`src/design/dcd_defs.vh`:
```
`ifndef DCD_DEFS_VH
`define DCD_DEFS_VH

// ----------------------------------------
// register byte offsets
// ----------------------------------------
`define DCD_OFS_CONTROL_REGISTER_B 5'h00
`define DCD_OFS_CONTROL_REGISTER_C 5'h04
`define DCD_OFS_TIMING 5'h08
`define DCD_OFS_CH0_LOW 5'h0C
`define DCD_OFS_CH0_HIGH 5'h10
`define DCD_OFS_CH1_LOW 5'h14
`define DCD_OFS_CH1_HIGH 5'h18
`define DCD_OFS_STATUS 5'h1C

// ----------------------------------------
// field positions
// ----------------------------------------
`define DCD_CHANNEL_SELECT_FIELD_BIT 0
`define DCD_LEFT_ADJUST_BIT_BIT 0
`define DCD_REFRESH_LSB 0
`define DCD_REFRESH_MSB 3

// ----------------------------------------
// reset values
// ----------------------------------------
`define DCD_CONTROL_REGISTER_B_RST 8'h00
`define DCD_CONTROL_REGISTER_C_RST 8'h00
`define DCD_TIMING_RST 8'h00
`define DCD_DATA_RST 8'h00

// ----------------------------------------
// timing
// ----------------------------------------
`define DCD_CLK_NS 100
`define DCD_SAMPLE_NS 1000
`define DCD_REF_UNIT_NS 6400
`define DCD_SAMPLE_CYC ((`DCD_SAMPLE_NS + `DCD_CLK_NS - 1) / `DCD_CLK_NS)
`define DCD_REF_UNIT_CYC ((`DCD_REF_UNIT_NS + `DCD_CLK_NS - 1) / `DCD_CLK_NS)

`endif

```
`src/design/dcd_top.v`:
```
// Implementation choices: the register offsets and the Wishbone register port.
`timescale 1ns/1ps
`include "dcd_defs.vh"

module dcd_top #(
  parameter SAMPLE_CYC = `DCD_SAMPLE_CYC,
  parameter REF_UNIT_CYC = `DCD_REF_UNIT_CYC,
  parameter FIFO_DEPTH = 4
) (
  input wire clk_i,
  input wire rst_i,
  input wire wb_cyc_i,
  input wire wb_stb_i,
  input wire wb_we_i,
  input wire [4:0] wb_adr_i,
  input wire [3:0] wb_sel_i,
  input wire [31:0] wb_dat_i,
  output reg [31:0] wb_dat_o,
  output reg wb_ack_o,
  input wire ev_ch0_i,
  input wire ev_ch1_i,
  output reg [11:0] ch0_value_o,
  output reg [11:0] ch1_value_o,
  output reg ch0_drive_o,
  output reg ch1_drive_o,
  output reg ch0_sample_o,
  output reg ch1_sample_o,
  output reg busy_o
);
  // ----------------------------------------
  // declarations
  // ----------------------------------------
  localparam [10:0] REF_UNIT = REF_UNIT_CYC[10:0]; // refresh step in cycles
  localparam [7:0] SAMPLE_LEN = SAMPLE_CYC[7:0]; // sample interval in cycles
  localparam CONV_IDLE = 1'b0; // converter free
  localparam CONV_BUSY = 1'b1; // sample interval running

  reg [7:0] control_register_b; // channel select
  reg [7:0] control_register_c; // left adjust
  reg [7:0] timing_control_register; // refresh period
  reg [7:0] ch0_low_reg; // channel 0 low byte
  reg [7:0] ch0_high_reg; // channel 0 high byte
  reg [7:0] ch1_low_reg; // channel 1 low byte
  reg [7:0] ch1_high_reg; // channel 1 high byte
  reg req0_reg; // channel 0 conversion asked
  reg req1_reg; // channel 1 conversion asked
  reg ref0_reg; // channel 0 refresh due
  reg ref1_reg; // channel 1 refresh due
  reg [10:0] ref_cnt_reg; // free running refresh timer
  reg conv_state_reg; // converter state
  reg [7:0] conv_cnt_reg; // sample interval count
  reg conv_ch_reg; // channel being sampled

  wire channel_select_field; // 1 = dual
  wire left_adjust_bit; // 1 = left adjusted
  wire [3:0] refresh_field; // 0 = refresh off
  wire wb_req; // bus access under way
  wire wb_wr; // write takes effect now
  wire lane0; // low byte lane enabled
  wire wr_ch0_high; // channel 0 high byte write
  wire wr_ch1_high; // channel 1 high byte write
  wire [11:0] ch0_val; // assembled channel 0 value
  wire [11:0] ch1_val; // assembled channel 1 value
  wire [10:0] ref_period; // refresh period in cycles
  wire ref_tick; // refresh interval elapsed
  wire push_valid; // something to queue
  wire push_ready; // fifo has room
  wire push_ch; // channel to queue
  wire [12:0] push_word; // {channel, value}
  wire pop_valid; // queued conversion waiting
  wire pop_ready; // converter takes it
  wire [12:0] pop_word; // next conversion
  wire take_req0; // queue request 0 now
  wire take_req1; // queue request 1 now
  wire take_ref0; // queue refresh 0 now
  wire take_ref1; // queue refresh 1 now
  reg [31:0] rd_data; // read mux

  // ----------------------------------------
  // field decode
  // ----------------------------------------
  assign channel_select_field = control_register_b[`DCD_CHANNEL_SELECT_FIELD_BIT];
  assign left_adjust_bit = control_register_c[`DCD_LEFT_ADJUST_BIT_BIT];
  assign refresh_field = timing_control_register[`DCD_REFRESH_MSB:`DCD_REFRESH_LSB];

  // value assembly from byte pairs
  assign ch0_val = left_adjust_bit ? {ch0_high_reg, ch0_low_reg[7:4]}
                                   : {ch0_high_reg[3:0], ch0_low_reg};
  assign ch1_val = left_adjust_bit ? {ch1_high_reg, ch1_low_reg[7:4]}
                                   : {ch1_high_reg[3:0], ch1_low_reg};

  // ----------------------------------------
  // wishbone slave
  // ----------------------------------------
  assign wb_req = wb_cyc_i & wb_stb_i;
  assign wb_wr = wb_req & wb_we_i & wb_ack_o;
  assign lane0 = wb_sel_i[0];
  assign wr_ch0_high = wb_wr & lane0 & (wb_adr_i == `DCD_OFS_CH0_HIGH);
  assign wr_ch1_high = wb_wr & lane0 & (wb_adr_i == `DCD_OFS_CH1_HIGH);

  // read mux, unmapped reads zero
  always @* begin
    rd_data = 32'h0000_0000;
    case (wb_adr_i)
      `DCD_OFS_CONTROL_REGISTER_B: rd_data = {24'h000000, control_register_b};
      `DCD_OFS_CONTROL_REGISTER_C: rd_data = {24'h000000, control_register_c};
      `DCD_OFS_TIMING: rd_data = {24'h000000, timing_control_register};
      `DCD_OFS_CH0_LOW: rd_data = {24'h000000, ch0_low_reg};
      `DCD_OFS_CH0_HIGH: rd_data = {24'h000000, ch0_high_reg};
      `DCD_OFS_CH1_LOW: rd_data = {24'h000000, ch1_low_reg};
      `DCD_OFS_CH1_HIGH: rd_data = {24'h000000, ch1_high_reg};
      `DCD_OFS_STATUS: rd_data = {24'h000000, pop_valid, conv_ch_reg, conv_state_reg,
                                  ~push_ready, ref1_reg, ref0_reg, req1_reg, req0_reg};
      default: rd_data = 32'h0000_0000;
    endcase
  end

  // ack one cycle after request, dropped the cycle after
  always @(posedge clk_i) begin
    if (rst_i) begin
      wb_ack_o <= 1'b0;
      wb_dat_o <= 32'h0000_0000;
    end else begin
      wb_ack_o <= wb_req & ~wb_ack_o;
      if (wb_req & ~wb_ack_o) begin
        wb_dat_o <= wb_we_i ? 32'h0000_0000 : rd_data;
      end
    end
  end

  // register writes on the acknowledged edge
  always @(posedge clk_i) begin
    if (rst_i) begin
      control_register_b <= `DCD_CONTROL_REGISTER_B_RST;
      control_register_c <= `DCD_CONTROL_REGISTER_C_RST;
      timing_control_register <= `DCD_TIMING_RST;
      ch0_low_reg <= `DCD_DATA_RST;
      ch0_high_reg <= `DCD_DATA_RST;
      ch1_low_reg <= `DCD_DATA_RST;
      ch1_high_reg <= `DCD_DATA_RST;
    end else if (wb_wr & lane0) begin
      case (wb_adr_i)
        `DCD_OFS_CONTROL_REGISTER_B: control_register_b <= wb_dat_i[7:0];
        `DCD_OFS_CONTROL_REGISTER_C: control_register_c <= wb_dat_i[7:0];
        `DCD_OFS_TIMING: timing_control_register <= wb_dat_i[7:0];
        `DCD_OFS_CH0_LOW: ch0_low_reg <= wb_dat_i[7:0];
        `DCD_OFS_CH0_HIGH: ch0_high_reg <= wb_dat_i[7:0];
        `DCD_OFS_CH1_LOW: ch1_low_reg <= wb_dat_i[7:0];
        `DCD_OFS_CH1_HIGH: ch1_high_reg <= wb_dat_i[7:0];
        default: ;
      endcase
    end
  end

  // ----------------------------------------
  // refresh interval generator
  // ----------------------------------------
  assign ref_period = {7'h00, refresh_field} * REF_UNIT;
  assign ref_tick = channel_select_field & (refresh_field != 4'h0) &
                    (ref_cnt_reg >= ref_period - 11'h001);

  // free running, only the period and mode touch it
  always @(posedge clk_i) begin
    if (rst_i) begin
      ref_cnt_reg <= 11'h000;
    end else if (ref_tick | ~channel_select_field | (refresh_field == 4'h0)) begin
      ref_cnt_reg <= 11'h000;
    end else begin
      ref_cnt_reg <= ref_cnt_reg + 11'h001;
    end
  end

  // ----------------------------------------
  // pending requests and queue feed
  // ----------------------------------------
  // priority: asked conversions, then refresh ch0, then ch1
  assign take_req0 = push_ready & req0_reg;
  assign take_req1 = push_ready & ~req0_reg & req1_reg;
  assign take_ref0 = push_ready & ~req0_reg & ~req1_reg & ref0_reg;
  assign take_ref1 = push_ready & ~req0_reg & ~req1_reg & ~ref0_reg & ref1_reg;
  assign push_valid = req0_reg | req1_reg | ref0_reg | ref1_reg;
  assign push_ch = ~(req0_reg | (~req1_reg & ref0_reg));
  assign push_word = {push_ch, push_ch ? ch1_val : ch0_val};

  // flags: a new set wins over its own clear
  always @(posedge clk_i) begin
    if (rst_i) begin
      req0_reg <= 1'b0;
      req1_reg <= 1'b0;
      ref0_reg <= 1'b0;
      ref1_reg <= 1'b0;
    end else begin
      req0_reg <= (req0_reg & ~take_req0) | wr_ch0_high | ev_ch0_i;
      req1_reg <= (req1_reg & ~take_req1 & channel_select_field) |
                  (channel_select_field & (wr_ch1_high | ev_ch1_i));
      ref0_reg <= (ref0_reg & ~take_ref0 & channel_select_field) | ref_tick;
      ref1_reg <= (ref1_reg & ~take_ref1 & channel_select_field) | ref_tick;
    end
  end

  // ----------------------------------------
  // conversion queue
  // ----------------------------------------
  dcd_fifo #(
    .WIDTH(13),
    .DEPTH(FIFO_DEPTH),
    .AW(2)
  ) u_fifo (
    .clk_i(clk_i),
    .rst_i(rst_i),
    .in_valid_i(push_valid),
    .in_ready_o(push_ready),
    .in_data_i(push_word),
    .out_valid_o(pop_valid),
    .out_ready_i(pop_ready),
    .out_data_o(pop_word)
  );

  // converter accepts only when idle, so the queue can fill
  assign pop_ready = (conv_state_reg == CONV_IDLE);

  // ----------------------------------------
  // shared conversion block
  // ----------------------------------------
  always @(posedge clk_i) begin
    if (rst_i) begin
      conv_state_reg <= CONV_IDLE;
      conv_cnt_reg <= 8'h00;
      conv_ch_reg <= 1'b0;
      ch0_value_o <= 12'h000;
      ch1_value_o <= 12'h000;
      ch0_sample_o <= 1'b0;
      ch1_sample_o <= 1'b0;
      busy_o <= 1'b0;
    end else begin
      case (conv_state_reg)
        CONV_IDLE: begin
          ch0_sample_o <= 1'b0;
          ch1_sample_o <= 1'b0;
          busy_o <= 1'b0;
          if (pop_valid) begin
            conv_state_reg <= CONV_BUSY;
            conv_cnt_reg <= 8'h00;
            busy_o <= 1'b1;
            if (~channel_select_field) begin
              conv_ch_reg <= 1'b0;
              ch0_value_o <= pop_word[11:0];
            end else if (pop_word[12]) begin
              conv_ch_reg <= 1'b1;
              ch1_value_o <= pop_word[11:0];
              ch1_sample_o <= 1'b1;
            end else begin
              conv_ch_reg <= 1'b0;
              ch0_value_o <= pop_word[11:0];
              ch0_sample_o <= 1'b1;
            end
          end
        end
        CONV_BUSY: begin
          // one sample interval per conversion
          if (conv_cnt_reg >= SAMPLE_LEN - 8'h01) begin
            conv_state_reg <= CONV_IDLE;
            ch0_sample_o <= 1'b0;
            ch1_sample_o <= 1'b0;
            busy_o <= 1'b0;
          end else begin
            conv_cnt_reg <= conv_cnt_reg + 8'h01;
          end
        end
        default: begin
          conv_state_reg <= CONV_IDLE;
        end
      endcase
    end
  end

  // ----------------------------------------
  // output drivers
  // ----------------------------------------
  // single: ch0 driven always, no hold; dual: both held outputs
  always @(posedge clk_i) begin
    if (rst_i) begin
      ch0_drive_o <= 1'b0;
      ch1_drive_o <= 1'b0;
    end else begin
      ch0_drive_o <= 1'b1;
      ch1_drive_o <= channel_select_field;
    end
  end
endmodule // dcd_top

```
`src/design/dcd_fifo.v`:
```
`timescale 1ns/1ps

// ----------------------------------------
// small request fifo with valid/ready on both sides
// ----------------------------------------
module dcd_fifo #(
  parameter WIDTH = 13,
  parameter DEPTH = 4,
  parameter AW = 2
) (
  input wire clk_i,
  input wire rst_i,
  input wire in_valid_i,
  output wire in_ready_o,
  input wire [WIDTH-1:0] in_data_i,
  output wire out_valid_o,
  input wire out_ready_i,
  output wire [WIDTH-1:0] out_data_o
);
  reg [WIDTH-1:0] mem [0:DEPTH-1]; // storage words
  reg [AW-1:0] wr_ptr_reg; // write pointer
  reg [AW-1:0] rd_ptr_reg; // read pointer
  reg [AW:0] count_reg; // words held
  wire push; // word accepted
  wire pop; // word delivered

  assign in_ready_o = (count_reg != DEPTH[AW:0]);
  assign out_valid_o = (count_reg != {(AW+1){1'b0}});
  assign out_data_o = mem[rd_ptr_reg];
  assign push = in_valid_i & in_ready_o;
  assign pop = out_valid_o & out_ready_i;

  // storage write, no reset needed
  always @(posedge clk_i) begin
    if (push) begin
      mem[wr_ptr_reg] <= in_data_i;
    end
  end

  // pointers and fill count
  always @(posedge clk_i) begin
    if (rst_i) begin
      wr_ptr_reg <= {AW{1'b0}};
      rd_ptr_reg <= {AW{1'b0}};
      count_reg <= {(AW+1){1'b0}};
    end else begin
      if (push) begin
        wr_ptr_reg <= (wr_ptr_reg == DEPTH[AW-1:0] - 1'b1) ? {AW{1'b0}} : wr_ptr_reg + 1'b1;
      end
      if (pop) begin
        rd_ptr_reg <= (rd_ptr_reg == DEPTH[AW-1:0] - 1'b1) ? {AW{1'b0}} : rd_ptr_reg + 1'b1;
      end
      if (push & ~pop) begin
        count_reg <= count_reg + 1'b1;
      end else if (pop & ~push) begin
        count_reg <= count_reg - 1'b1;
      end
    end
  end
endmodule // dcd_fifo

```
`config.mk`:
```
export PLATFORM = sky130hd
export DESIGN_NAME = dcd_top
export DESIGN_NICKNAME = d
export VERILOG_FILES = /design/src/design/dcd_top.v /design/src/design/dcd_fifo.v
export VERILOG_INCLUDE_DIRS = /design/src /design/src/design
export SDC_FILE = /design/constraint.sdc
export NUM_CORES = 1
export LEC_CHECK = 0
export ABC_AREA = 1
export BUFFER_PORTS_ARGS = -buffer_cell sky130_fd_sc_hd__buf_2
export CORE_MARGIN = 1
export CORE_UTILIZATION = 52
export DETAILED_ROUTE_END_ITERATION = 12
export GPL_TIMING_DRIVEN = 0
export PLACE_DENSITY = 0.85
export REMOVE_ABC_BUFFERS = 1
export SLEW_MARGIN = 5
export SYNTH_ARGS = -nofsm -noshare
export SYNTH_HDL_FRONTEND = slang
export SYNTH_SLANG_ARGS = --single-unit
```
`constraint.sdc`:
```
create_clock -name clk_i -period 1.6 [get_ports clk_i]
set_input_delay 0.16 -clock clk_i [delete_from_list [all_inputs] [get_ports clk_i]]
set_output_delay 0.16 -clock clk_i [all_outputs]
set_load 0.01 [all_outputs]
```
; Word-level counts from Yosys, hierarchy flattened
; Memory sizes are Yosys's and may differ from the RTL's. A register that Yosys moved wholly into a read port is not among the register bits.
; Index checks and enable logic that the tools add are counted.
; W data, S select, Z words.
[op_classes]
order_cmp = 2
eq_ne = 14
add_sub_neg = 7
n_reduce_logical = 17
mux = 32
n_bitwise = 55
[ops]
columns = operator, count
row1 = $pmux W8 S8, 1
row2 = $mux W12, 5
row3 = $mux W32, 1
row4 = $and A1 B1 Y1, 29
row5 = $eq A5 B5 Y1 const B, 4
row6 = $reduce_and A2 Y1, 9
row7 = $mux W8, 2
row8 = $pmux W8 S2, 1
row9 = $not A1 Y1, 14
row10 = $mux W1, 12
row11 = $or A1 B1 Y1, 12
row12 = $add A11 B1 Y11 const B, 1
row13 = $ge A11 B11 Y1, 1
row14 = $sub A10 B1 Y11 const B, 1
row15 = $eq A5 B4 Y1 const B, 2
row16 = $add A8 B1 Y8 const B, 1
row17 = $ge A8 B4 Y1 const B, 1
row18 = $mux W2, 4
row19 = $pmux W1 S2, 4
row20 = $mux W3, 2
row21 = $ne A2 B2 Y1 const B, 3
row22 = $eq A5 B3 Y1 const B, 1
row23 = $logic_not A5 Y1, 1
row24 = $add A2 B1 Y2 const B, 2
row25 = 12 further kinds, 13
[word_totals]
n_memories = 1
wordCells = 155
register_bits = 150
in_bits = 48
ramBits = 52
output_inout_bits = 62
[mem_list]
columns = memory, words, word_bits, rd, rd_ports_with_merged_regs, wr, line_no
row1 = u_fifo.mem, 4, 13, 1, 1, 1, dcd_fifo.v:20  ; reg [WIDTH-1:0] mem [0:DEPTH-1];

; Depth between registers and ports, before layout
[depth]
word_depth = 9
depth_mapped = 12
mapped_depth_nobuf = 12

; Hierarchy
; A second synthesis with hierarchy kept.
[hier_totals]
hier_cells = 995
area_unflattened_um2 = 8493.1
[by_module_without_submodules]
columns = mod, instances, cells_each, seq_area_each_um2, area_each_um2
row1 = dcd_top, 1, 800, 2382.3, 5969.5
row2 = dcd_fifo, 1, 195, 1741.7, 2523.7

; Worst setup path before layout
; OpenSTA, ideal clock, no wires.
[synth_path]
path_type = register to register
from = register u_fifo.count_reg[0]
to = register u_fifo.count_reg[2]
arrival_time_ps = 1687
path_buffers = 0
setup_time_ps = 122
path_stages_with_launch = 12
t_required_ps = 1478
synth_period_minus_slack_ps = 1809
path_slack_ps = -209
path_cell_list = dfxtp_1 inv_1 nand3_1 nand2_1 inv_1 ha_1 inv_1 fa_1 a21oi_1 o21ai_0 o21ai_0 a21oi_1
[synth_between]
elab_chain_len = 5
word_cells_on_any_way = 13
cone_classes = 2 x add/sub / 1 x eq/ne / 2 x mux / 6 x bitwise / 2 x reduce/logical
[synth_lines]
columns = item, line_no
row1 = "start, declared", dcd_fifo.v:23  ; reg [AW:0] count_reg;
row2 = "start signal, assigned", dcd_fifo.v:45  ; count_reg <= {(AW+1){1'b0}};
row3 = "start signal, assigned", dcd_fifo.v:54  ; count_reg <= count_reg + 1'b1;
row4 = "start signal, assigned", dcd_fifo.v:56  ; count_reg <= count_reg - 1'b1;
row5 = $ne A3 B3 Y1 (*), dcd_fifo.v:27  ; assign in_ready_o = (count_reg != DEPTH[AW:0]);
row6 = $and A1 B1 Y1 (*), dcd_fifo.v:30  ; assign push = in_valid_i & in_ready_o;
row7 = via u_fifo.push, dcd_fifo.v:24  ; wire push;
row8 = $not A1 Y1, dcd_fifo.v:55  ; end else if (pop & ~push) begin
row9 = $and A1 B1 Y1, dcd_fifo.v:55
row10 = $reduce_bool A2 Y1 (no source line), --
; Mark *: on every way through the listed nets, which the timed path passes. The rest lies on a longest branch. The select of a mux whose other input is x is not followed.
; A chain may end at the register's enable or synchronous reset.

; Worst setup path after layout
[layout_path]
from = register timing_control_register[1]
to = register ref_cnt_reg[10]
[layout_between]
elab_chain_len = 6
word_cells_on_any_way = 9
cone_classes = 1 x add/sub / 1 x order compare / 4 x bitwise / 3 x reduce/logical
[layout_lines]
columns = item, line_no
row1 = "start, declared", dcd_top.v:40  ; reg [7:0] timing_control_register;
row2 = "start signal, assigned", dcd_top.v:136  ; timing_control_register <= `DCD_TIMING_RST;
row3 = "start signal, assigned", dcd_top.v:145  ; `DCD_OFS_TIMING: timing_control_register <= wb_dat_i[7:0];
row4 = $sub A10 B1 Y11 or $reduce_bool A4 Y1 (tied branches), "dcd_top.v:160, dcd_top.v:159"
row5 = $ge A11 B11 Y1 or $and A1 B1 Y1 (tied branches), "dcd_top.v:160, dcd_top.v:159"
row6 = $and A1 B1 Y1, dcd_top.v:159  ; assign ref_tick = channel_select_field & (refresh_field != 4'h0) &
row7 = $or A1 B1 Y1, dcd_top.v:166  ; end else if (ref_tick | ~channel_select_field | (refresh_field == 4'h0)) begin
row8 = $or A1 B1 Y1 (*), dcd_top.v:166
row9 = $reduce_or A2 Y1 (no source line) (*), --
row10 = "end signal, assigned", dcd_top.v:169  ; ref_cnt_reg <= ref_cnt_reg + 11'h001;
row11 = "end, declared", dcd_top.v:49  ; reg [10:0] ref_cnt_reg;
; Every way passes the cells marked *; elsewhere a longest branch is shown, timed or not.

==> flow_summary.json <==
{
  "critPathMaxStageDelay_ns": 0.36,
  "outcome": "complete, but fails checks",
  "routabilityCongestion": 0.867,
  "n_antenna_cell": 0,
  "clock_path_buffers": 2,
  "ys_warn_count": 0,
  "crit_cells": 9,
  "antenna_found_initial": 0,
  "synth_most_common_cell": "nor2_1",
  "synth-seq-cells": 180,
  "cts_tree": "done",
  "tightest_slew_ns": 0.701,
  "slowest_stage": "dfxtp_2",
  "ir_worst_vdd_uv": 896,
  "route.detailed.drc": 0,
  "switching_share_pct": 30.4,
  "fin_nets": 1105,
  "finalMaxSlewViolations": 0,
  "period_needed_ns": 1.86,
  "hold_path_depth": 4,
  "ys_dominant_reg_cell": "dfxtp_1",
  "dp_hpwl_um": 12000,
  "path_buf_inv": 1,
  "port_buffers": 58,
  "crit_top_cell": "a21oi_2",
  "ios": 110,
  "yosysTopAreaCellShare_pct": 31.5,
  "synth_edf_count": 52,
  "maxCapViolCount": 0,
  "coreArea_um2": 15300,
  "criticalPathCategory": "flip-flop to flip-flop",
  "relSlewSlack_pct": 53.2,
  "finalWorstSetupSlack_ns": -0.262,
  "p_total_w": 0.0127,
  "die_x_um": 127,
  "syn_area_per_cell_um2": 8.36,
  "synth_area_leaders": "dfxtp_1 31%, edfxtp_1 19%, nor2_1 8.7%",
  "wl_per_cell_um": 17.1,
  "grt_overflow": 0,
  "rsz0062_at_grt": "true",
  "reg_top3": "u_fifo.mem (52), ch0_value_o (12), ch1_value_o (12)",
  "p_switching_w": 0.00386,
  "yosysSeqAreaShare_pct": 50.6,
  "dr.pass1.iters": 6,
  "largest_reg_flops": 52,
  "drtAntennaViolNets": 0,
  "finalHoldViolCount": 0,
  "crit_family": "compound AO/OA/AOI/OAI gates",
  "start_util_pct": 53.4,
  "worstSkewPairLatency_ns": 0.44,
  "cp-start-kind": "flip-flop",
  "finClkSkew_ns": 0.0127,
  "intPower_w": 0.00883,
  "die-height_um": 127,
  "reg2reg_depth": 9,
  "rows": 45,
  "power_density_nw_per_um2": 1300,
  "ys_top_cells_by_count": "188 x nor2_1, 128 x dfxtp_1, 122 x nand2_1",
  "worstPathCellList": "inv_4 > ha_4 > xnor2_1 > ha_1 > a21oi_2 > o21ai_2 > a21oi_4 > nand3_4 > a21oi_2",
  "vias": 7288,
  "grt_pass1_wl_um": 32300,
  "violations": "negative setup slack",
  "post-route-period-util_pct": 116,
  "worstSetupEndpointType": "flip-flop",
  "hold_ws_ns": 0.0756,
  "clkTransAtPathRegs_ns": 0.07,
  "dieArea_um2": 16200,
  "cts_root_buf": "clkbuf_16",
  "drive_above_1_share_pct": 22.6,
  "hold_path.class": "input port to flip-flop",
  "drt-total-wl_um": 21600,
  "p_leak_nw": 4.00,
  "worstPathMaxFanout": 6,
  "drt_iter0_drc": 989,
  "grt_start_max_net_pins": 63,
  "required_ns": 1.97,
  "syn_area_um2": 8150,
  "yosys.cell_types.count": 41,
  "grt_pass1_vias": 6580,
  "cts_sinks": 180,
  "cts_buffers": 17,
  "setup_viol": 16,
  "htreeDepth": 4,
  "top_register": "u_fifo.mem",
  "synth_top_cell_by_area": "dfxtp_1",
  "grt_use_total_pct": 25.7,
  "post-route-util_pct": 64.0,
  "syn_to_final_growth_pct": 19.9,
  "ys_async_sr_fraction_pct": 0,
  "clockPowerShare_pct": 36.6,
  "fmax_ghz": 0.537,
  "combPwrFrac_pct": 22.0,
  "power_frac_seq_pct": 41.4,
  "netlist_instances": 974,
  "vias_per_cell": 5.77,
  "cp.arrival_ns": 2.23
}
-- cells by family (layout without fill, tap and decap cells) --
logic type	Yosys count	count (layout)	share of synthesized area [%]
simple gates	431	433	23.5
compound gates	193	193	12.7
flops	180	180	50.6
buf+inv	130	183	7.77
fa+ha+maj	18	18	2.86
mux	12	12	1.47
xor+xnor	9	9	0.968
other cells	1	24	0.0460
-- cell type report --
type / instances / area [um2]
Multi-Input combinational cell: 689 / 3810
Clock buffer: 17 / 425
Tap cell: 211 / 264
Timing Repair Buffer: 92 / 599
Clock inverter: 15 / 229
Sequential cell: 180 / 4160
Fill cell: 1134 / 5490
Inverter: 58 / 270
Timing Repair inverter: 1 / 7.51
-- tightest hold or removal path, cell delays in order --
cell     delay, ns
buf_2         0.11
nor3_4        0.07
nand2_1       0.07
a21oi_1       0.05
-- metrics by stage --
step / std cells / worst slack [ns] / setup TNS [ns] / cell area [um2]
2_1_floorplan: 925 / -0.311 / -24.92 / 7820
3_3_place_gp: 1194 / -1.59 / -221.95 / 8370
3_5_place_dp: 1196 / -0.933 / -140.32 / 8410
4_1_cts: 1253 / -0.198 / -2.40 / 9530
5_1_grt: 1263 / -0.318 / -5.29 / 9770
6_report: 1263 / -0.262 / -3.27 / 9770
-- layer usage --
metal  vias to the layer above  routed length (um)  GRT usage (%)  part of all wire [%]
met5                         -                   0              0                     0
met4                         0                 950           13.4                   4.4
met3                        89                1950           6.70                   9.0
met2                       404               10200           41.8                    47
met1                      3403                8530           31.5                    39
li1                       3392                   -              -                     -
-- cells in the final DEF, fill, tap and decap left out, types with 5 or more instances in the layout --
master      netlist  layout
nor2_1          188     177
ha_1             17      14
or2_2            12      12
o22ai_1          10      10
nor3_1            6       5
a21oi_1          46      37
conb_1            1      24
a21oi_2           0       7
inv_2            10      15
buf_2            14      57
nand3_4           0       6
nor2_4            8      18
edfxtp_1         52      52
o21ai_1           4      13
dfxtp_4           0       8
dfxtp_2           0       7
mux2i_1          12      12
nand2_1         122     115
nor2_2            4       6
clkinvlp_4        0       7
inv_1            45      29
bufinv_16         0       5
o211ai_1         12      12
xor2_1            5       5
inv_4             1       7
dfxtp_1         128     113
nand4_1          52      52
nand3_1          35      29
o21ai_0         113     100
clkbuf_16         0      17
buf_4            29      25
-- path summary, 6_finish.rpt --
path                               from               to  slack (ns)
min reg2reg              ref_cnt_reg[0]   ref_cnt_reg[0]        0.45
max          timing_control_register[1]  ref_cnt_reg[10]       -0.26
min                             wb_we_i      wb_dat_o[7]        0.08
max reg2reg  timing_control_register[1]  ref_cnt_reg[10]       -0.26
-- power groups by stage --
stage          logic (W)  clock network [W]  registers, W
3_3_place_gp     0.00182                  0       0.00535
3_5_place_dp     0.00188                  0       0.00537
5_1_grt          0.00304            0.00485       0.00529
2_1_floorplan    0.00121                  0       0.00538
4_1_cts          0.00238            0.00466       0.00526
6_report         0.00279            0.00465       0.00526
-- timing repair --
action                     in CTS  in global routing
setup endpoints to repair     208                 82
hold endpoints to repair        2                  0
hold buffers                    2                  0
pin swaps                      17                 14
gates resized for setup        84                 55
setup buffers                  21                  9
gates cloned                    2                  1
No activity file was read; power rests on OpenSTA's default activity.
